$ cat src/design/ocl_defs.vh
/*
 * Constants for the configuration register bank and its power-on
 * loader: register offsets, reset values, field positions, memory
 * layout and timing counts. Included by the loader and bank modules.
 */
// How it works
// - memory bit address is page times 128 plus byte times 8 plus bit
// - a page is valid only with marker 0xa5 and a correct checksum
// - bytes 0x0 to 0xa, checksum included, sum to zero modulo 256
// - an invalid page loads nothing; its registers keep their earlier values
// - status at 0x20: factory marker, factory sum, user found, user sum, temperature
// - validity bits captured once at load; temperature bit refreshed continuously
// - temperature flag follows threshold chosen by global config bits 7:5
// - global config bits 0-4: vertical, ext coil, ratiometric, hall rev, coil rev
// - hall config bits 1:0 set spin period 200/400/600/800 ns, reset 01
// - hall bits 2 and 3 set reset and integration pulse, 50 or 100 ns
// - hall bit 4 low masks each cycle for 50 ns; resets to 1
// - hall bit 5 selects fast mode; bits 7:6 unused
// - filter bits 1:0 select 5k, 10k or 20k low-pass; reset 01
// - filter bits 2,3,4: 160k hall low-pass, coil path off, coil high-pass off
// - filter bits 6:5 select high-pass corner, reset code 3
// - oscillator trim 8 to 32 MHz in 100 kHz steps, reset 0x80
// - oscillator drift: low nibble up to 40 C, high nibble above; reset 0xaa
// - coarse offset bits 6:0 level, bit 7 selects half supply; reset 0x20
// - offset drift and fine offset: bits 6:0 magnitude, bit 7 polarity
// - host reaches registers with 6-bit addresses over the single-wire link
`ifndef OCL_DEFS_VH
`define OCL_DEFS_VH

// ************************************************************
// register offsets
// ************************************************************
`define OCL_OFS_GAIN_COARSE    6'h00
`define OCL_OFS_GAIN_FINE      6'h01
`define OCL_OFS_GAIN_DRIFT     6'h02
`define OCL_OFS_OFFSET_COARSE  6'h03
`define OCL_OFS_OFFSET_FINE    6'h04
`define OCL_OFS_OFFSET_DRIFT   6'h05
`define OCL_OFS_GLOBAL_CFG     6'h10
`define OCL_OFS_HALL_CFG       6'h11
`define OCL_OFS_HALL_BIAS      6'h12
`define OCL_OFS_COIL_GAIN      6'h13
`define OCL_OFS_FILTER_CFG     6'h14
`define OCL_OFS_OSC_TRIM       6'h15
`define OCL_OFS_OSC_DRIFT      6'h16
`define OCL_OFS_LOT_BASE       6'h17
`define OCL_OFS_STATUS         6'h20

// ************************************************************
// reset values
// ************************************************************
`define OCL_RST_GAIN_COARSE    8'h04
`define OCL_RST_GAIN_FINE      8'h80
`define OCL_RST_OFFSET_COARSE  8'h20
`define OCL_RST_HALL_CFG       8'h11
`define OCL_RST_HALL_BIAS      8'h70
`define OCL_RST_COIL_GAIN      8'h77
`define OCL_RST_FILTER_CFG     8'h61
`define OCL_RST_OSC_TRIM       8'h80
`define OCL_RST_OSC_DRIFT      8'haa

// ************************************************************
// memory layout
// ************************************************************
`define OCL_PAGE_MARKER        8'ha5
`define OCL_PAGE_BYTES         4'hb
`define OCL_BYTE_MARKER        4'h9
`define OCL_BYTE_SUM           4'ha
`define OCL_USER_BYTES         4'h9
`define OCL_FACT_CFG_BYTES     4'h7
`define OCL_FACTORY_PAGE       3'h4

// ************************************************************
// timing: figures in ns, counts at the 4 ns clock
// ************************************************************
`define OCL_CLK_NS             4
`define OCL_SPIN_UNIT_NS       200
`define OCL_PULSE_SHORT_NS     50
`define OCL_PULSE_LONG_NS      100
`define OCL_SPIN_UNIT_CYC      (`OCL_SPIN_UNIT_NS / `OCL_CLK_NS)
`define OCL_PULSE_SHORT_CYC    ((`OCL_PULSE_SHORT_NS + `OCL_CLK_NS - 1) / `OCL_CLK_NS)
`define OCL_PULSE_LONG_CYC     ((`OCL_PULSE_LONG_NS + `OCL_CLK_NS - 1) / `OCL_CLK_NS)

`endif

$ cat src/design/ocl_regs.v
/*
 * Configuration register bank with power-on loader from one-time
 * programmable memory, status register and hall spin timing.
 * Assumes the single-wire link decoder outside presents one register
 * access at a time, and the memory answers byte reads on this clock.
 */
`timescale 1ns/100ps
`default_nettype none
`include "ocl_defs.vh"

module ocl_regs (
	input  wire       i_mclk,
	input  wire       i_rst_n,
	input  wire       i_reg_wr,
	input  wire       i_reg_rd,
	input  wire [5:0] i_reg_addr,
	input  wire [7:0] i_reg_wdata,
	output wire [7:0] o_reg_rdata,
	output wire       o_reg_rvalid,
	output wire       o_otp_rd,
	output wire [9:0] o_otp_addr,
	input  wire       i_otp_ack,
	input  wire [7:0] i_otp_rdata,
	input  wire [8:0] i_temp_over,
	output wire       o_load_done,
	output wire [7:0] o_gain_coarse,
	output wire [7:0] o_gain_fine,
	output wire [7:0] o_gain_drift_comp,
	output wire [6:0] o_offset_coarse_level,
	output wire       o_offset_half_supply,
	output wire [7:0] o_offset_fine_level,
	output wire [7:0] o_offset_drift_comp,
	output wire       o_vertical_axis,
	output wire       o_ext_coil,
	output wire       o_ratiometric,
	output wire       o_hall_rev,
	output wire       o_coil_rev,
	output wire [7:0] o_hall_bias_level,
	output wire [7:0] o_coil_gain,
	output wire [1:0] o_lp_corner,
	output wire       o_hall_lp_160k,
	output wire       o_coil_path_off,
	output wire       o_coil_hp_off,
	output wire [1:0] o_hp_corner,
	output wire [7:0] o_osc_freq_trim,
	output wire [3:0] o_osc_drift_active,
	output wire       o_amp_reset,
	output wire       o_rect_integ,
	output wire       o_meas_mask,
	output wire       o_fast_mode
);

	// ************************************************************
	// loader states
	// ************************************************************
	localparam [2:0] LD_REQ  = 3'h0;
	localparam [2:0] LD_WAIT = 3'h1;
	localparam [2:0] LD_EVAL = 3'h2;
	localparam [2:0] LD_DONE = 3'h3;

	localparam [7:0] SPIN_UNIT   = `OCL_SPIN_UNIT_CYC;
	localparam [7:0] PULSE_SHORT = `OCL_PULSE_SHORT_CYC;
	localparam [7:0] PULSE_LONG  = `OCL_PULSE_LONG_CYC;

	integer i;

	reg [7:0] cfg_q [0:31];
	reg [7:0] buf_q [0:10];
	reg [2:0] ld_state_q;
	reg [2:0] page_q;
	reg [3:0] byte_q;
	reg [7:0] sum_q;
	reg       otp_rd_q;
	reg [9:0] otp_addr_q;
	reg [3:0] stat_q;
	reg       temp_flag_q;
	reg [7:0] rdata_q;
	reg       rvalid_q;
	reg [1:0] lp_q;
	reg [3:0] drift_sel_q;
	reg [7:0] spin_cnt_q;
	reg       amp_q;
	reg       integ_q;
	reg       mask_q;
	reg       done_q;
	wire [8:0] temp_sync;
	wire       page_ok;
	wire       user_page;
	wire [7:0] spin_period;
	wire [7:0] amp_w;
	wire [7:0] integ_w;

	// reset default of each bank entry
	function [7:0] rst_val;
		input [4:0] a;
		begin
			case (a)
				5'h00:   rst_val = `OCL_RST_GAIN_COARSE;
				5'h01:   rst_val = `OCL_RST_GAIN_FINE;
				5'h03:   rst_val = `OCL_RST_OFFSET_COARSE;
				5'h11:   rst_val = `OCL_RST_HALL_CFG;
				5'h12:   rst_val = `OCL_RST_HALL_BIAS;
				5'h13:   rst_val = `OCL_RST_COIL_GAIN;
				5'h14:   rst_val = `OCL_RST_FILTER_CFG;
				5'h15:   rst_val = `OCL_RST_OSC_TRIM;
				5'h16:   rst_val = `OCL_RST_OSC_DRIFT;
				default: rst_val = 8'h00;
			endcase
		end
	endfunction

	// ************************************************************
	// temperature comparator inputs
	// ************************************************************
	ocl_sync #(
		.W(9)
	) u_temp_sync (
		.i_mclk  (i_mclk),
		.i_rst_n (i_rst_n),
		.i_async (i_temp_over),
		.o_sync  (temp_sync)
	);

	// ************************************************************
	// power-on loader
	// ************************************************************
	// checksum over bytes 0x0..0xa, checksum included
	assign page_ok   = (buf_q[`OCL_BYTE_MARKER] == `OCL_PAGE_MARKER) &&
	                   (sum_q == 8'h00);
	assign user_page = (page_q != `OCL_FACTORY_PAGE);

	always @(posedge i_mclk or negedge i_rst_n) begin
		if (!i_rst_n) begin
			ld_state_q <= LD_REQ;
			page_q     <= 3'h0;
			byte_q     <= 4'h0;
			sum_q      <= 8'h00;
			otp_rd_q   <= 1'b0;
			otp_addr_q <= 10'h000;
			stat_q     <= 4'h0;
			done_q     <= 1'b0;
			for (i = 0; i < 11; i = i + 1) begin
				buf_q[i] <= 8'h00;
			end
		end else begin
			otp_rd_q <= 1'b0;
			case (ld_state_q)
				LD_REQ: begin
					otp_rd_q   <= 1'b1;
					otp_addr_q <= {page_q, byte_q, 3'h0};
					ld_state_q <= LD_WAIT;
				end
				LD_WAIT: begin
					if (i_otp_ack) begin
						buf_q[byte_q] <= i_otp_rdata;
						sum_q         <= sum_q + i_otp_rdata;
						if (byte_q == `OCL_BYTE_SUM) begin
							ld_state_q <= LD_EVAL;
						end else begin
							byte_q     <= byte_q + 4'h1;
							ld_state_q <= LD_REQ;
						end
					end
				end
				LD_EVAL: begin
					// validity bits are only ever set here
					if (user_page) begin
						if (sum_q == 8'h00) begin
							stat_q[3] <= 1'b1;
						end
						if (page_ok) begin
							stat_q[2] <= 1'b1;
						end
					end else begin
						stat_q[0] <= (buf_q[`OCL_BYTE_MARKER] == `OCL_PAGE_MARKER);
						stat_q[1] <= (sum_q == 8'h00);
					end
					byte_q <= 4'h0;
					sum_q  <= 8'h00;
					if (user_page) begin
						page_q     <= page_q + 3'h1;
						ld_state_q <= LD_REQ;
					end else begin
						ld_state_q <= LD_DONE;
						done_q     <= 1'b1;
					end
				end
				LD_DONE: begin
					ld_state_q <= LD_DONE;
				end
				default: begin
					ld_state_q <= LD_DONE;
				end
			endcase
		end
	end

	// ************************************************************
	// register bank: reset, load commit, host writes
	// ************************************************************
	// host writes are dropped while loading so a load never races them
	always @(posedge i_mclk or negedge i_rst_n) begin
		if (!i_rst_n) begin
			for (i = 0; i < 32; i = i + 1) begin
				cfg_q[i] <= rst_val(i[4:0]);
			end
		end else if (ld_state_q == LD_EVAL) begin
			if (page_ok && user_page) begin
				// later pages overwrite earlier ones
				for (i = 0; i < 9; i = i + 1) begin
					cfg_q[i] <= buf_q[i];
				end
			end else if (page_ok) begin
				for (i = 0; i < 7; i = i + 1) begin
					cfg_q[16 + i] <= buf_q[i];
				end
				cfg_q[23] <= buf_q[7];
				cfg_q[24] <= buf_q[8];
			end
			// an invalid page leaves the bank untouched
		end else if (ld_state_q == LD_DONE && i_reg_wr && !i_reg_addr[5]) begin
			cfg_q[i_reg_addr[4:0]] <= i_reg_wdata;
		end
	end

	// ************************************************************
	// status and host reads
	// ************************************************************
	always @(posedge i_mclk or negedge i_rst_n) begin
		if (!i_rst_n) begin
			temp_flag_q <= 1'b0;
			rdata_q     <= 8'h00;
			rvalid_q    <= 1'b0;
		end else begin
			temp_flag_q <= temp_sync[cfg_q[16][7:5]];
			rvalid_q    <= i_reg_rd;
			if (i_reg_rd) begin
				if (!i_reg_addr[5]) begin
					rdata_q <= cfg_q[i_reg_addr[4:0]];
				end else if (i_reg_addr == `OCL_OFS_STATUS) begin
					rdata_q <= {3'h0, temp_flag_q, stat_q};
				end else begin
					rdata_q <= 8'h00;
				end
			end
		end
	end

	// ************************************************************
	// decoded settings
	// ************************************************************
	// code 11 has no corner; it falls back to the reset corner
	always @(posedge i_mclk or negedge i_rst_n) begin
		if (!i_rst_n) begin
			lp_q        <= 2'h1;
			drift_sel_q <= 4'ha;
		end else begin
			lp_q        <= (cfg_q[20][1:0] == 2'h3) ? 2'h1 : cfg_q[20][1:0];
			drift_sel_q <= temp_sync[8] ? cfg_q[22][7:4] : cfg_q[22][3:0];
		end
	end

	// ************************************************************
	// hall spin timing
	// ************************************************************
	assign spin_period = SPIN_UNIT * {6'h00, cfg_q[17][1:0]} + SPIN_UNIT;
	assign amp_w       = cfg_q[17][2] ? PULSE_LONG : PULSE_SHORT;
	assign integ_w     = cfg_q[17][3] ? PULSE_LONG : PULSE_SHORT;

	always @(posedge i_mclk or negedge i_rst_n) begin
		if (!i_rst_n) begin
			spin_cnt_q <= 8'h00;
			amp_q      <= 1'b0;
			integ_q    <= 1'b0;
			mask_q     <= 1'b0;
		end else begin
			if (spin_cnt_q >= spin_period - 8'h01) begin
				spin_cnt_q <= 8'h00;
			end else begin
				spin_cnt_q <= spin_cnt_q + 8'h01;
			end
			amp_q   <= (spin_cnt_q < amp_w);
			integ_q <= (spin_cnt_q >= spin_period - integ_w);
			// enable taken at cycle start only, so a write never cuts a mask short
			if (spin_cnt_q == 8'h00) begin
				mask_q <= !cfg_q[17][4];
			end else begin
				mask_q <= mask_q && (spin_cnt_q < PULSE_SHORT);
			end
		end
	end

	// ************************************************************
	// outputs
	// ************************************************************
	assign o_reg_rdata           = rdata_q;
	assign o_reg_rvalid          = rvalid_q;
	assign o_otp_rd              = otp_rd_q;
	assign o_otp_addr            = otp_addr_q;
	assign o_load_done           = done_q;
	assign o_gain_coarse         = cfg_q[0];
	assign o_gain_fine           = cfg_q[1];
	assign o_gain_drift_comp     = cfg_q[2];
	assign o_offset_coarse_level = cfg_q[3][6:0];
	assign o_offset_half_supply  = cfg_q[3][7];
	assign o_offset_fine_level   = cfg_q[4];
	assign o_offset_drift_comp   = cfg_q[5];
	assign o_vertical_axis       = cfg_q[16][0];
	assign o_ext_coil            = cfg_q[16][1];
	assign o_ratiometric         = cfg_q[16][2];
	assign o_hall_rev            = cfg_q[16][3];
	assign o_coil_rev            = cfg_q[16][4];
	assign o_hall_bias_level     = cfg_q[18];
	assign o_coil_gain           = cfg_q[19];
	assign o_lp_corner           = lp_q;
	assign o_hall_lp_160k        = cfg_q[20][2];
	assign o_coil_path_off       = cfg_q[20][3];
	assign o_coil_hp_off         = cfg_q[20][4];
	assign o_hp_corner           = cfg_q[20][6:5];
	assign o_osc_freq_trim       = cfg_q[21];
	assign o_osc_drift_active    = drift_sel_q;
	assign o_amp_reset           = amp_q;
	assign o_rect_integ          = integ_q;
	assign o_meas_mask           = mask_q;
	assign o_fast_mode           = cfg_q[17][5];

endmodule // ocl_regs

`default_nettype wire

$ cat src/design/ocl_sync.v
/*
 * Three-stage input synchroniser for a vector of pin levels.
 * Assumes each bit is an unrelated slow level; no bus coherence.
 */
`timescale 1ns/100ps
`default_nettype none

module ocl_sync #(
	parameter W = 1
) (
	input  wire         i_mclk,
	input  wire         i_rst_n,
	input  wire [W-1:0] i_async,
	output wire [W-1:0] o_sync
);

	reg [W-1:0] s1_q;
	reg [W-1:0] s2_q;
	reg [W-1:0] s3_q;
	reg [W-1:0] out_q;
	wire [W-1:0] agree;

	// a bit only moves once stages two and three agree
	assign agree = ~(s2_q ^ s3_q);

	always @(posedge i_mclk or negedge i_rst_n) begin
		if (!i_rst_n) begin
			s1_q  <= {W{1'b0}};
			s2_q  <= {W{1'b0}};
			s3_q  <= {W{1'b0}};
			out_q <= {W{1'b0}};
		end else begin
			s1_q  <= i_async;
			s2_q  <= s1_q;
			s3_q  <= s2_q;
			out_q <= (s2_q & agree) | (out_q & ~agree);
		end
	end

	assign o_sync = out_q;

endmodule // ocl_sync

`default_nettype wire

$ cat config.mk
export PLATFORM = sky130hd
export DESIGN_NAME = ocl_regs
export DESIGN_NICKNAME = d
export VERILOG_FILES = /design/src/design/ocl_regs.v /design/src/design/ocl_sync.v
export VERILOG_INCLUDE_DIRS = /design/src /design/src/design
export SDC_FILE = /design/constraint.sdc
export NUM_CORES = 1
export LEC_CHECK = 0
export ABC_CLOCK_PERIOD_IN_PS = 3890
export BUFFER_PORTS_ARGS = -buffer_cell sky130_fd_sc_hd__buf_2
export CAP_MARGIN = 15
export CELL_PAD_IN_SITES_DETAIL_PLACEMENT = 1
export CELL_PAD_IN_SITES_GLOBAL_PLACEMENT = 1
export CORE_MARGIN = 3
export CORE_UTILIZATION = 45
export CTS_CLUSTER_DIAMETER = 40
export CTS_CLUSTER_SIZE = 25
export DETAILED_ROUTE_END_ITERATION = 16
export PLACE_DENSITY = 0.78
export SYNTH_ARGS = -nofsm -noshare
export SYNTH_HDL_FRONTEND = slang
export SYNTH_SLANG_ARGS = --single-unit
$ cat constraint.sdc
create_clock -name i_mclk -period 3.89 [get_ports i_mclk]
set_input_delay 0.778 -clock i_mclk [delete_from_list [all_inputs] [get_ports i_mclk]]
set_output_delay 0.778 -clock i_mclk [all_outputs]
set_load 0.1 [all_outputs]
* Word level (Yosys, flattened, before mapping) *
Index checks and enable logic that the tools add are counted.

operators by class
  muxes and demuxes = 35
  magnitude comparators = 9
  equality and inequality tests = 13
  $mul = 1
  bitwise logic cells = 10
  add/sub/neg operators = 7
  reductions and logical operators = 24

operators by type and width
  operator             number
  $mux 72              5
  $bwmux 256           1
  $mux 256             1
  $bwmux 88            1
  $mux 8               7
  $bmux 8 s5           1
  $demux 8 s5          1
  $demux 8 s4          1
  $and 9x9->9          2
  $not 9->9            2
  $ge 8x8->1           2
  $logic_not 8->1      2
  $pmux 8 s2           1
  $mux 5               3
  $mux 4               3
  $reduce_and 2->1     6
  $reduce_and 3->1     4
  $or 9x9->9           1
  $pmux 3 s3           1
  $xor 9x9->9          1
  $add 8x1->8 const B  1
  $add 8x6->8 const B  1
  $add 8x8->8          1
  $eq 8x8->1 const B   1
  32 further kinds     49

storage, ports and cells
  flip-flop bits (word level) = 438

* Logic depth before layout (Yosys ltp) *
Gate-level depths: netlist of run 1.

  depth in word-level cells = 8
  mapped depth = 12
  gate-level depth less buffers = 11

* By module *
Synthesis of run 1 repeated with hierarchy kept, for this count alone.

unflattened totals
  cell total of the unflattened synthesis = 1835
  area total of the unflattened synthesis = 21050.2 um^2

by module, submodules not included
  module    area each (um^2)  cells each  seq. area each (um^2)  times used
  ocl_regs  20048.0           1790        9865.7                 1
  ocl_sync  1002.2            45          900.9                  1

* Worst setup path before layout of run 1 *
OpenSTA, ideal clock, no wires.

  path type = reg-to-reg
  start point = reg cfg_q[112] (netlist name)
  end point = reg integ_q (netlist: o_rect_integ)
  arrival = 2629 ps
  slack = 1142 ps
  cell stages (with the launch flop) = 12
  required time = 3771 ps
  buffers on the path = 1
  cell sequence = dfstp_2 clkbuf_1 inv_1 ha_1 ha_1 nand3_1 a21oi_1 a2111oi_0 xor2_1 ha_1 nand3_1 nand2_1

on the way
  word-level cells in the longest chain between the ends = 4

ends and longest elaborated chain
  what                              RTL line        source
  start: declaration                ocl_regs.v:67   reg [7:0] cfg_q [0:31];
  start signal: indexed assignment  ocl_regs.v:205  cfg_q[i] <= rst_val(i[4:0]);
  start signal: indexed assignment  ocl_regs.v:211  cfg_q[i] <= buf_q[i];
  start signal: indexed assignment  ocl_regs.v:215  cfg_q[16 + i] <= buf_q[i];
  $mul 5x2->7                       ocl_regs.v:266  assign spin_period = SPIN_UNIT * {6'h00, cfg_q[17][1:0]} + SPIN_UNIT;
  $add 8x6->8                       ocl_regs.v:266
  $sub 8x5->8                       ocl_regs.v:283  integ_q <= (spin_cnt_q >= spin_period - integ_w);
  $ge 8x8->1                        ocl_regs.v:283
  end signal: assignment            ocl_regs.v:283
  end: declaration                  ocl_regs.v:83   reg integ_q;

No other way between the ends.
A chain may end at the register's enable or synchronous reset.

* Final worst setup path of run 1 *
Ends and elaborated chain as after synthesis.

==> results of run 1 <==
[metrics by stage]
stage                     std cells  hold WS [ns]  utilization, %
final                          2506         0.205            53.0
after global routing           2506         0.257            53.0
after CTS                      2506         0.210            53.0
after detailed placement       2378         0.336            47.4
after global placement         2378         0.333            47.4
after floorplan                1800         0.331               -
[worst max-delay path by stage]
stage                        startpoint            to  slack, ns  cells past startpoint
after floorplan              cfg_q[112]  o_rect_integ       1.14                     11
after global placement    i_reg_addr[0]     cfg_q[20]       0.53                      6
after detailed placement  i_reg_addr[0]     cfg_q[22]       0.43                      6
after CTS                    cfg_q[112]  o_rect_integ       0.92                     10
after global routing         cfg_q[112]  o_rect_integ       0.68                     10
final                        cfg_q[112]  o_rect_integ       0.97                     10
[sequential cells by signal, summed over array words and instances (netlist names), 7 cells and up, named ones only]
signal	count
cfg_q	173
o_offset_drift_comp	8
u_temp_sync.s1_q	9
u_temp_sync.s2_q	9
o_osc_freq_trim	8
o_gain_fine	8
o_otp_addr	7
o_offset_coarse_level	7
sum_q	8
u_temp_sync.s3_q	9
o_offset_fine_level	8
buf_q	80
spin_cnt_q	8
o_hall_bias_level	8
o_gain_coarse	8
o_coil_gain	8
o_gain_drift_comp	8
o_reg_rdata	8
[layer usage]
layer	GRT usage (%)	wire, µm
met5	0	27
met4	12.2	3090
met3	7.90	6760
met2	45.4	32800
met1	37.9	28400
[cell families (layout without fill, tap and decap cells)]
group | after synthesis | in the layout | synth area share, %
and+or+nand+nor | 304 | 304 | 6.66
adders and majority gates | 50 | 50 | 2.92
xor gates and xnor gates | 21 | 21 | 0.879
DFF | 429 | 429 | 51.5
buffers and inverters | 293 | 399 | 6.83
other | 1 | 3 | 0.0179
AOI/OAI and AO/OA | 427 | 427 | 13.0
muxes | 273 | 273 | 18.2
[where the power goes]
part | switching, mW | internal [mW] | total, mW
sequential | 0.515 | 4.97 | 5.49
clock | 2.42 | 4.22 | 6.63
combinational | 2.23 | 0.838 | 3.07
[worst max-delay path, stage by stage (launching register included)]
cell	delay, ns
dfstp_2	0.64
inv_1	0.18
ha_1	0.40
ha_1	0.32
nand3_1	0.10
a21oi_1	0.07
a2111oi_0	0.54
xor2_1	0.13
ha_1	0.31
nand3_1	0.07
nand2_1	0.05
[final cells by class]
cell class / instances / area (µm²) / share of cell area [%]
Inverter: 96 / 360 / 1.49
Sequential cell: 429 / 10800 / 44.5
Clock buffer: 85 / 1940 / 8.02
Clock inverter: 43 / 579 / 2.39
Multi-Input combinational cell: 1078 / 8750 / 36.2
Tap cell: 600 / 751 / 3.10
Timing Repair Buffer: 175 / 1040 / 4.29
[layout by cell type (no fill, tap or decap), types with 23 or more instances in the layout]
master,Yosys,routed
clkbuf_16,0,71
a31oi_1,68,68
ha_1,40,40
a21oi_1,51,51
a22oi_1,23,23
mux4_2,66,66
nand2_1,153,153
inv_1,96,96
o21ai_0,165,165
a32oi_1,80,80
buf_2,21,143
dfstp_2,25,25
mux2_2,177,177
nor2_1,54,54
buf_4,79,25
mux2_1,25,25
dfrtp_1,404,404
==> results.txt, run 1 <==
For the pin with the worst max-slew slack, the measured transition is about 1.1 ns. Entering global routing, the biggest net connects around 150 pins. The worst path required time came out at around 4.4 ns.

The tightest slew margin relative to the limit is around 28%. Clock tree synthesis selected as its root buffer the cell clkbuf_16. Once detail routing completed, the nets flagged for antenna violations numbered 0.

The worst-case clock buffer depth came out at 3. Of the synthesized area, sequential elements account for 51.5%. For this run, design rule violations remaining after detail routing come to 0.

The count of distinct cell types in the synthesized netlist is 62. The number of buffers created by CTS came out at 70. The count of state elements after synthesis is 429. The global-route usage over all layers came out at roughly 29%. The maximum fanout along the worst path came out at 10. The post-detailed-route via-to-cell ratio is ~6.4.

The number of I/O pins came out at ~150. The number of sinks handled by clock tree synthesis came out at around 430. The number of antenna diodes in the final layout is 0.

By instance count, the leading cell after synthesis is dfrtp_1. The post-route cell area came out at approximately 24000 µm². The synthesized design spends more area on one cell type than any other, namely dfrtp_1. The aggregate negative setup slack came out at 0 ns. The flow ran to the end, and the final reports show no timing, DRC or antenna violations. Across all register-to-register paths, the minimum setup slack is about 0.97 ns. The total overflow reported by the global router came out at 0. The floorplan step set the die height to 222 µm. The TritonCTS clock tree is yes. The detailed router finished its first iteration with around 1700 violations.

The post-placement worst setup slack came out at 0.430 ns. The total placed instance area is 21700 µm². Routability-driven placement finished with a final weighted congestion of slightly below 0.9. The worst clock skew came out at roughly 0.03 ns. The wire length after detailed routing is ~70000 µm. The number of global-route vias before repair is 16900. The dominant register cell in the synthesized netlist is dfrtp_1.

The worst setup path is of the flip-flop to flip-flop kind. The final layout net count came out at between 1500 and 2000. The type of origin of the critical path is a flip-flop. The detailed-route wire length per cell is roughly 28 µm.

The tightest min-delay check is of the input pin to async pin type. The power after layout is roughly 15 mW. In this run the mean area of a mapped cell was about 12 µm². The clock-pin slew of the registers on the worst-case setup and hold paths came out at around 0.060 ns. After legalization and detailed placement, the total HPWL measured about 48000 µm.

The number of synthesized flops with an enable pin is 0. Across all setup checks in the final design, the least slack found is ~0.97 ns. The insertion delay of the later-clocked pin in the worst-skew pair is 0.62 ns.

The via count is 15900. STA classifies the critical path endpoint as a flip-flop. The area growth from synthesis to layout is 15.6%. The level count of the clock H-tree is 3.

The number of core rows is 78. In this run, post-CTS repair resized a total of 0 instances. The final cycle utilization of the critical path is 75.1%. Yosys attributes the largest share of cell area to dfrtp_1, mux2_2, mux4_2. Setup repair after global routing left no endpoint under its margin. The static power due to leakage came out at 10.9 nW. The number of failing hold endpoints at the final stage is 0. The number of fill cells in the layout is between 4000 and 5000. The number of antenna violations at the first check in global routing is 3. The number of buffer cells added on primary ports is 145. The commonest cells after synthesis are dfrtp_1, mux2_2, o21ai_0, nand2_1, inv_1.

In this run the critical register-to-register path is launched from cfg_q[112]. The number of instances in the synthesized netlist came out at roughly 1800. The floorplan core area is roughly 46000 µm². The number of warnings issued by yosys came out at 0.

The top-area cell type share of the netlist area is approximately half. The hold buffer count at cts is 0. Dividing total power by cell area gives a power density of 628 nW/µm². The die is about 220 µm wide. At the worst endpoint, the arrival time is around 3.4 ns. The upper clock frequency limit is about 340 MHz.

The buffers inserted during post-CTS setup optimization is 0. The first global-routing pass estimated 109000 µm of wire. The post-synthesis instance area is 20900 µm². The worst-case reg-to-reg path depth is 10. The final critical delay including setup and external delays came out at ~3 ns. The proportion of layout cells with a drive suffix above 1 came out at approximately 31%. The maximum ir drop on the vdd rail is between 0.4 and 0.5 mV. The endpoint identified for the worst register-to-register timing path is o_rect_integ. The count of TritonRoute iterations in the first routing pass came out at 5. The area enclosed by the die boundary is around 50000 µm².

The async set or reset register ratio after synthesis came out at 100%. The number of setup violations in the final report came out at 0. The initial cell density of the core is between 40% and 50%.

The final number of max-transition violations came out at 0. Max-cap violations in this run came to 0.
Note: power is estimated with default switching activity, not from simulation.
==> run 2: changes to the inputs <==
--- a/config.mk
+++ b/config.mk
@@ -6,7 +6,7 @@
 export SDC_FILE = /design/constraint.sdc
 export NUM_CORES = 1
 export LEC_CHECK = 0
-export ABC_CLOCK_PERIOD_IN_PS = 3890
+export ABC_CLOCK_PERIOD_IN_PS = 2820
 export BUFFER_PORTS_ARGS = -buffer_cell sky130_fd_sc_hd__buf_2
 export CAP_MARGIN = 15
 export CELL_PAD_IN_SITES_DETAIL_PLACEMENT = 1
==> constraint.sdc (replaced) <==
create_clock -name i_mclk -period 2.82 [get_ports i_mclk]
set_input_delay 0.564 -clock i_mclk [delete_from_list [all_inputs] [get_ports i_mclk]]
set_output_delay 0.564 -clock i_mclk [all_outputs]
set_load 0.1 [all_outputs]
==> run 2 against run 1 <==
Sequential share of layout area fell by 0.66 points; die area did not move; clock power rose by 30%; sequential cell count did not move; combinational power rose by 40%; via count rose by 2.8%; power rose by 35%; largest cell class unchanged; highest routed layer unchanged.
==> results.txt, run 2 (synthesis results as in run 1) <==
The proportion of layout cells with a drive suffix above 1 is between 30% and 40%. The final number of max-transition violations is 0. The floorplan core area came out at between 40000 and 50000 µm². The transition time at the pin with the least slew margin is between 0.9 and 1 ns. The wire length after detailed routing is between 70000 and 80000 µm. The total overflow reported by the global router is 0.

In this run the tightest slew margin relative to its limit is 39.5%. The number of DRC markers after the initial detailed-route iteration is between 1500 and 2000. The width of the die is 222 µm. The flip-flop count of the largest register, all copies and words added came out at between 150 and 200. The number of antenna violations at the first check in global routing came out at 7. From synthesis to final layout, the design area changed by 17.3%. The maximum fanout along the worst path is just under 60. During placement, the flow inserted port buffers numbering around 150. The upper clock frequency limit is 375 MHz. The number of sinks handled by clock tree synthesis came out at ~430. The worst path required time is approximately 3.3 ns. The worst-case clock buffer depth is 3.

The final critical delay including setup and external delays came out at about 2.7 ns. The aggregate negative setup slack came out at 0 ns. The final weighted congestion of routability-driven global placement came out at ~0.95. Entering global routing, the biggest net connects 84 pins.

The type of origin of the critical path is a flip-flop. The worst setup path is of the flip-flop to flip-flop kind. The level count of the clock H-tree is 3.

In this run the most used layer during global routing was met2. The clock-pin slew of the registers on the worst-case setup and hold paths is roughly 0.06 ns. The post-route cell area is ~25000 µm². The number of core rows came out at between 70 and 80. TritonCTS built the clock tree.

For the worst-skew pair, the clock arrives at the later sink with an insertion delay of roughly 0.60 ns. The global-route usage over all layers came out at ~30%. The maximum ir drop on the vdd rail is approximately 0.7 mV. The run finished with clean final reports. The worst clock skew came out at 0.0190 ns.

The number of failing hold endpoints at the final stage came to 0. The power per cell area is 835 nW/µm². The worst endpoint data arrival time came out at roughly 3.2 ns.

The tree is rooted in a clkbuf_16. The die height came out at about 220 µm. The path class of the lowest-slack min-delay path is input pin to flip-flop. In the final routed layout, each cell accounts on average for 28.7 µm.

The buffers inserted during post-CTS setup optimization came out at 0. The via count is 16400. The die covers around 50000 µm². The register bank with the most flops is cfg_q.

The type of element capturing the critical path is a flip-flop. Fill cells in the final layout number about 4700. The number of setup violations in the final report is 0. The static power due to leakage came out at between 10 and 15 nW. The met1 routing resource usage after global routing is between 30% and 40%. The post-detailed-route via-to-cell ratio came out at roughly 6.4. The detailed-placement wirelength estimate is 49800 µm. The global-route met2 utilization came out at approximately 47%. The number of buffers created by CTS came out at 66. The most common library cell in the layout ignoring fill and taps is dfrtp_1. Across the run, the number of max-cap violations was 0. The met3 track demand over resource is 6.81%. After detailed routing, the number of remaining DRC violations is 0.

The total placed instance area is between 20000 and 25000 µm². The top cell types in the final layout, fill and taps aside, are dfrtp_1, mux2_2, o21ai_0, nand2_1, buf_2. The number of nets with antenna violations after routing came out at 0.

The first-pass GRT wire length came out at between 100000 and 150000 µm. Setup repair after global routing left no endpoint under its margin. The final layout net count is between 1500 and 2000. around 150 I/O pins were placed. The final cycle utilization of the critical path is between 90% and 100%. The initial cell density of the core came out at 45.8%. The number of global-route vias before repair came out at between 15000 and 20000.

The count of TritonRoute iterations in the first routing pass came out at 5. The largest registers in the layout are cfg_q (173), buf_q (80).
## run 2: cell types whose count changed in the layout (fill, tap and decap cells not counted), sizes merged
| cell | previous run | this run |
|---|---|---|
| buf | 175 | 233 |
| clkinv | 18 | 12 |
| bufinv | 9 | 7 |
| clkinvlp | 6 | 8 |
| clkbuf | 85 | 84 |
| diode | 0 | 1 |
| dlygate4sd3 | 0 | 1 |
## run 2: worst paths after layout
path / start / endpoint / slack (ns) / cells past startpoint
worst min register to register: u_temp_sync.s1_q[7] / u_temp_sync.s2_q[7] / 0.34 / 0
worst max register to register: sum_q[3] / o_coil_gain[6] / 0.15 / 6
min in group asynchronous: i_rst_n / spin_cnt_q[7] / 0.57 / 2
worst max-delay path: sum_q[3] / o_coil_gain[6] / 0.15 / 6
worst min-delay path: i_temp_over[3] / u_temp_sync.s1_q[3] / 0.07 / 1
max in group asynchronous: i_rst_n / o_coil_gain[6] / 1.38 / 3
## run 2: what timing repair did
item                                   CTS  global route
resized for setup                        0             1
hold buffers                             1             0
endpoints found under the hold margin   10             0
setup endpoints to repair                0             1
## run 2: per-layer routing
layer	share of wire, %	vias to the layer above
li1	-	6695
met1	39	8491
met2	47	943
met3	9.2	229
met4	4.4	8
met5	0.059	-
## run 2: layout make-up
type	count	area (µm²)	area share, %
sequential	429	10800	43.9
clock buffer	84	1860	7.59
clock inverter	37	482	1.96
tap	600	751	3.06
multi-input combinational	1078	8760	35.7
antenna	1	2.50	0.0102
inverter	96	360	1.47
timing repair buffer	234	1570	6.40
## run 2: metrics by stage
stage | worst slack [ns] | cells | util (%) | power [mW] | hold WS, ns
floorplan | 0.0716 | 1800 | - | 10.7 | 0.268
global placement | 0.121 | 2436 | 48.6 | 11.7 | 0.333
detailed placement | 0.0136 | 2436 | 48.6 | 11.9 | 0.338
CTS | 0.188 | 2558 | 53.7 | 20.5 | 0.0461
global route | 0.0511 | 2559 | 53.8 | 21.2 | 0.0604
finish | 0.152 | 2559 | 53.8 | 20.5 | 0.0674
## run 2: report_power, final
group	internal [mW]	switching, mW	total (mW)
Sequential	6.86	0.742	7.60
Clock	5.41	3.18	8.60
Combinational	1.20	3.09	4.29
Total	13.5	7.02	20.5
## run 2: critical path: stages (launching register included)
cell     delay [ns]
dfrtp_1        0.40
nor4_1         0.38
nand2_1        0.30
o31ai_4        0.35
buf_12         0.33
nand2_1        0.41
a32oi_1        0.37
==> run 3: changes to the inputs <==
--- a/config.mk
+++ b/config.mk
@@ -16,6 +16,7 @@
 export CTS_CLUSTER_DIAMETER = 40
 export CTS_CLUSTER_SIZE = 25
 export DETAILED_ROUTE_END_ITERATION = 16
+export HOLD_SLACK_MARGIN = 0.08
 export PLACE_DENSITY = 0.78
 export SYNTH_ARGS = -nofsm -noshare
 export SYNTH_HDL_FRONTEND = slang
==> run 3 against run 2 <==
Sequential share of layout area decreased by 0.14 points; count of clock-buffer cells in the layout is the same; power hardly changed; critical path depth unchanged; maximum frequency is 0.71% higher; combinational power about the same; clock power hardly changed; sequential cell count stayed put; critical endpoint unchanged; largest cell class unchanged; highest routed layer unchanged.
==> results.txt, run 3 (synthesis results as in run 1) <==
The final number of max-transition violations is 0. The register with the most flip-flops in the layout has roughly 170 of them. The max-cap violation count came out at 0. The worst endpoint data arrival time is ~3.1 ns. The power per cell area is approximately 830 nW/µm². The cell count after placement is approximately 2400. The number of nets with antenna violations after routing is 0. Cell internal power was estimated by the tool at between 10 and 15 mW. The most numerous cell on the critical path is nand2_1. The worst hold slack after final layout came out at ~0.12 ns.

The proportion of layout cells with a drive suffix above 1 came out at 32.5%. The final worst-path setup slack is roughly 0.17 ns. The upper clock frequency limit came out at 378 MHz.

Leaving out fill and tap cells, the most frequent cell in the layout is dfrtp_1. The die covers just under 50000 µm². The number of global-route vias before repair is 17500.

The total overflow reported by the global router came out at 0. In the final layout, the registers with the most flip-flops are cfg_q (173), buf_q (80). Setup repair after global routing left no endpoint under its margin. The standard cell with the maximum stage delay on the critical path is dfrtp_1. After layout, the worst path uses roughly 94% of the clock period. The number of antenna violations at the first check in global routing is 7. The die is around 220 µm wide.

The worst-case clock buffer depth is 3. The number of buffers created by CTS is 66. The final layout net count came out at between 1500 and 2000. The clock arrives with 0.0176 ns of skew.

After detailed routing, the number of vias per cell comes to 6.35. The transition time at the pin with the least slew margin came out at approximately 0.9 ns. The pin count of the biggest net entering global routing came out at 84. The worst setup path is captured at a flip-flop. Clock latency on the worst-skew pair, taken at its later pin, is 0.60 ns. The worst setup path is of the flip-flop to flip-flop kind. In this run the count of I/O pins placed on the die edge is ~150.

The initial utilization of the core area, before any placement, comes to 45.8%. The register with the most flip-flops in the final layout is cfg_q. Buffers placed on the I/O ports in this run total roughly 150. The buffers inserted during post-CTS setup optimization is 0. The number of core rows is 78. Counting both buffers and inverters, the worst setup path holds a total of 1. Measured on the finished design, the core utilization comes to between 50% and 60%. The worst path required time came out at roughly 3.3 ns.

The part of the power in registers came out at a little under two fifths. Fill cells in the final layout number between 4000 and 5000. The filler-free cell count of the finished design is roughly 2600. The switching share of total power came out at between 30% and 40%. The tightest min-delay check is of the input pin to flip-flop type.

Setup violations remaining at the end of the flow were counted as 0. Across every metal layer, demand over resource in global routing totals between 20% and 30%. The first global-routing pass estimated 112000 µm of wire.

The count of TritonRoute iterations in the first routing pass is 5. For this run, the slowest stage of the critical path takes about 0.4 ns. The DRC violation count after routing came out at 0. The number of failing hold endpoints at the final stage is 0.

The maximum ir drop on the vdd rail is 0.709 mV. The die is between 200 and 250 µm tall. The flow ran to the end, and the final reports show no timing, DRC or antenna violations. The switching power total is 7.02 mW. In the layout the commonest cells are dfrtp_1, mux2_2, o21ai_0, nand2_1, buf_2.

The detailed-placement wirelength estimate came out at between 40000 and 50000 µm. After detailed routing, the total wire length is ~73000 µm. The cell sitting at the root of the clock tree is a clkbuf_16. The final weighted congestion of routability-driven global placement is roughly 0.95. The type of origin of the critical path is a flip-flop. The aggregate negative setup slack came out at 0 ns. TritonCTS built the clock tree. The number of sinks handled by clock tree synthesis came out at 429. The detailed-route wire length per cell is approximately 29 µm.

The clock-pin slew of the registers on the worst-case setup and hold paths came out at approximately 0.05 ns. The clock network accounts for between 40% and 50% of the total power. The area growth from synthesis to final layout is 17.7%. The floorplan core area came out at approximately 46000 µm². The static power due to leakage came out at 11.1 nW.

The maximum fanout along the worst path is 59. The routed layout has roughly 16000 vias. The part of the power in combinational logic is a little over a fifth. The signal on the critical path passes through nor4_1 > nand2_1 > o31ai_4 > buf_12 > nand2_1 > a32oi_1. The tightest slew margin relative to the limit came out at a little under 40%. The final critical delay including setup and external delays is roughly 2.6 ns. Broken down by cell family, the worst path's largest delay share belongs to simple AND/OR/NAND/NOR gates. The post-placement worst setup slack is 0.0136 ns.

In this run the number of H-tree levels came out at 3. The number of DRC markers after the initial detailed-route iteration is 1844.
==> run 3: changes by cell type in the layout (fill, tap and decap cells not counted), sizes merged <==
cell,before,now
dlygate4sd3,1,9
==> run 3: worst register-to-register path, delay by kind of cell (launching register included) <==
family | cells | cell delay [ns]
compound gates | 2 | 0.72
buf+inv | 1 | 0.33
flops | 1 | 0.40
simple gates | 3 | 1.10
==> run 3: per-layer routing <==
layer	share of wire (%)	global-route usage, %	up-vias
li1	-	-	6702
met1	39	39.2	8475
met2	47	46.9	904
met3	9.2	6.79	224
met4	4.4	13.4	6
met5	0.046	0	-
==> run 3: layout make-up <==
class	instances	area, µm²	share of cell area (%)
diodes	1	2.50	0.0102
multi-input cells	1078	8760	35.5
clock buffers	84	1860	7.56
well taps	600	751	3.05
flip-flops and latches	429	10800	43.7
clock inverters	37	482	1.96
repair buffers	242	1650	6.70
inverters	96	360	1.46
==> run 3: timing repair <==
item,CTS,global route
endpoints found under the setup margin,0,1
hold endpoints to repair,64,0
hold buffers,9,0
resized for setup,0,1
==> run 3: metrics by stage <==
step | area (µm²) | power (mW)
CTS | 24600 | 20.6
global placement | 22200 | 11.7
finish | 24600 | 20.5
detailed placement | 22200 | 11.9
floorplan | 20900 | 10.7
global route | 24600 | 21.2
==> run 3: final timing paths <==
path / from / to / slack (ns) / depth (start not counted)
max in group asynchronous: i_rst_n / o_coil_gain[6] / 1.38 / 3
min in group asynchronous: i_rst_n / spin_cnt_q[7] / 0.57 / 2
setup reg to reg: sum_q[3] / o_coil_gain[6] / 0.17 / 6
hold reg to reg: u_temp_sync.s1_q[7] / u_temp_sync.s2_q[7] / 0.34 / 0
hold / removal: i_temp_over[0] / u_temp_sync.s1_q[0] / 0.12 / 1
setup / recovery: sum_q[3] / o_coil_gain[6] / 0.17 / 6
==> run 3: power groups by stage <==
stage | clock network (mW) | logic, mW | registers (mW)
after floorplan | 0 | 3.00 | 7.75
after global placement | 0 | 4.08 | 7.62
after detailed placement | 0 | 4.23 | 7.65
after CTS | 8.69 | 4.29 | 7.57
after global routing | 9.00 | 4.55 | 7.64
final | 8.60 | 4.30 | 7.60
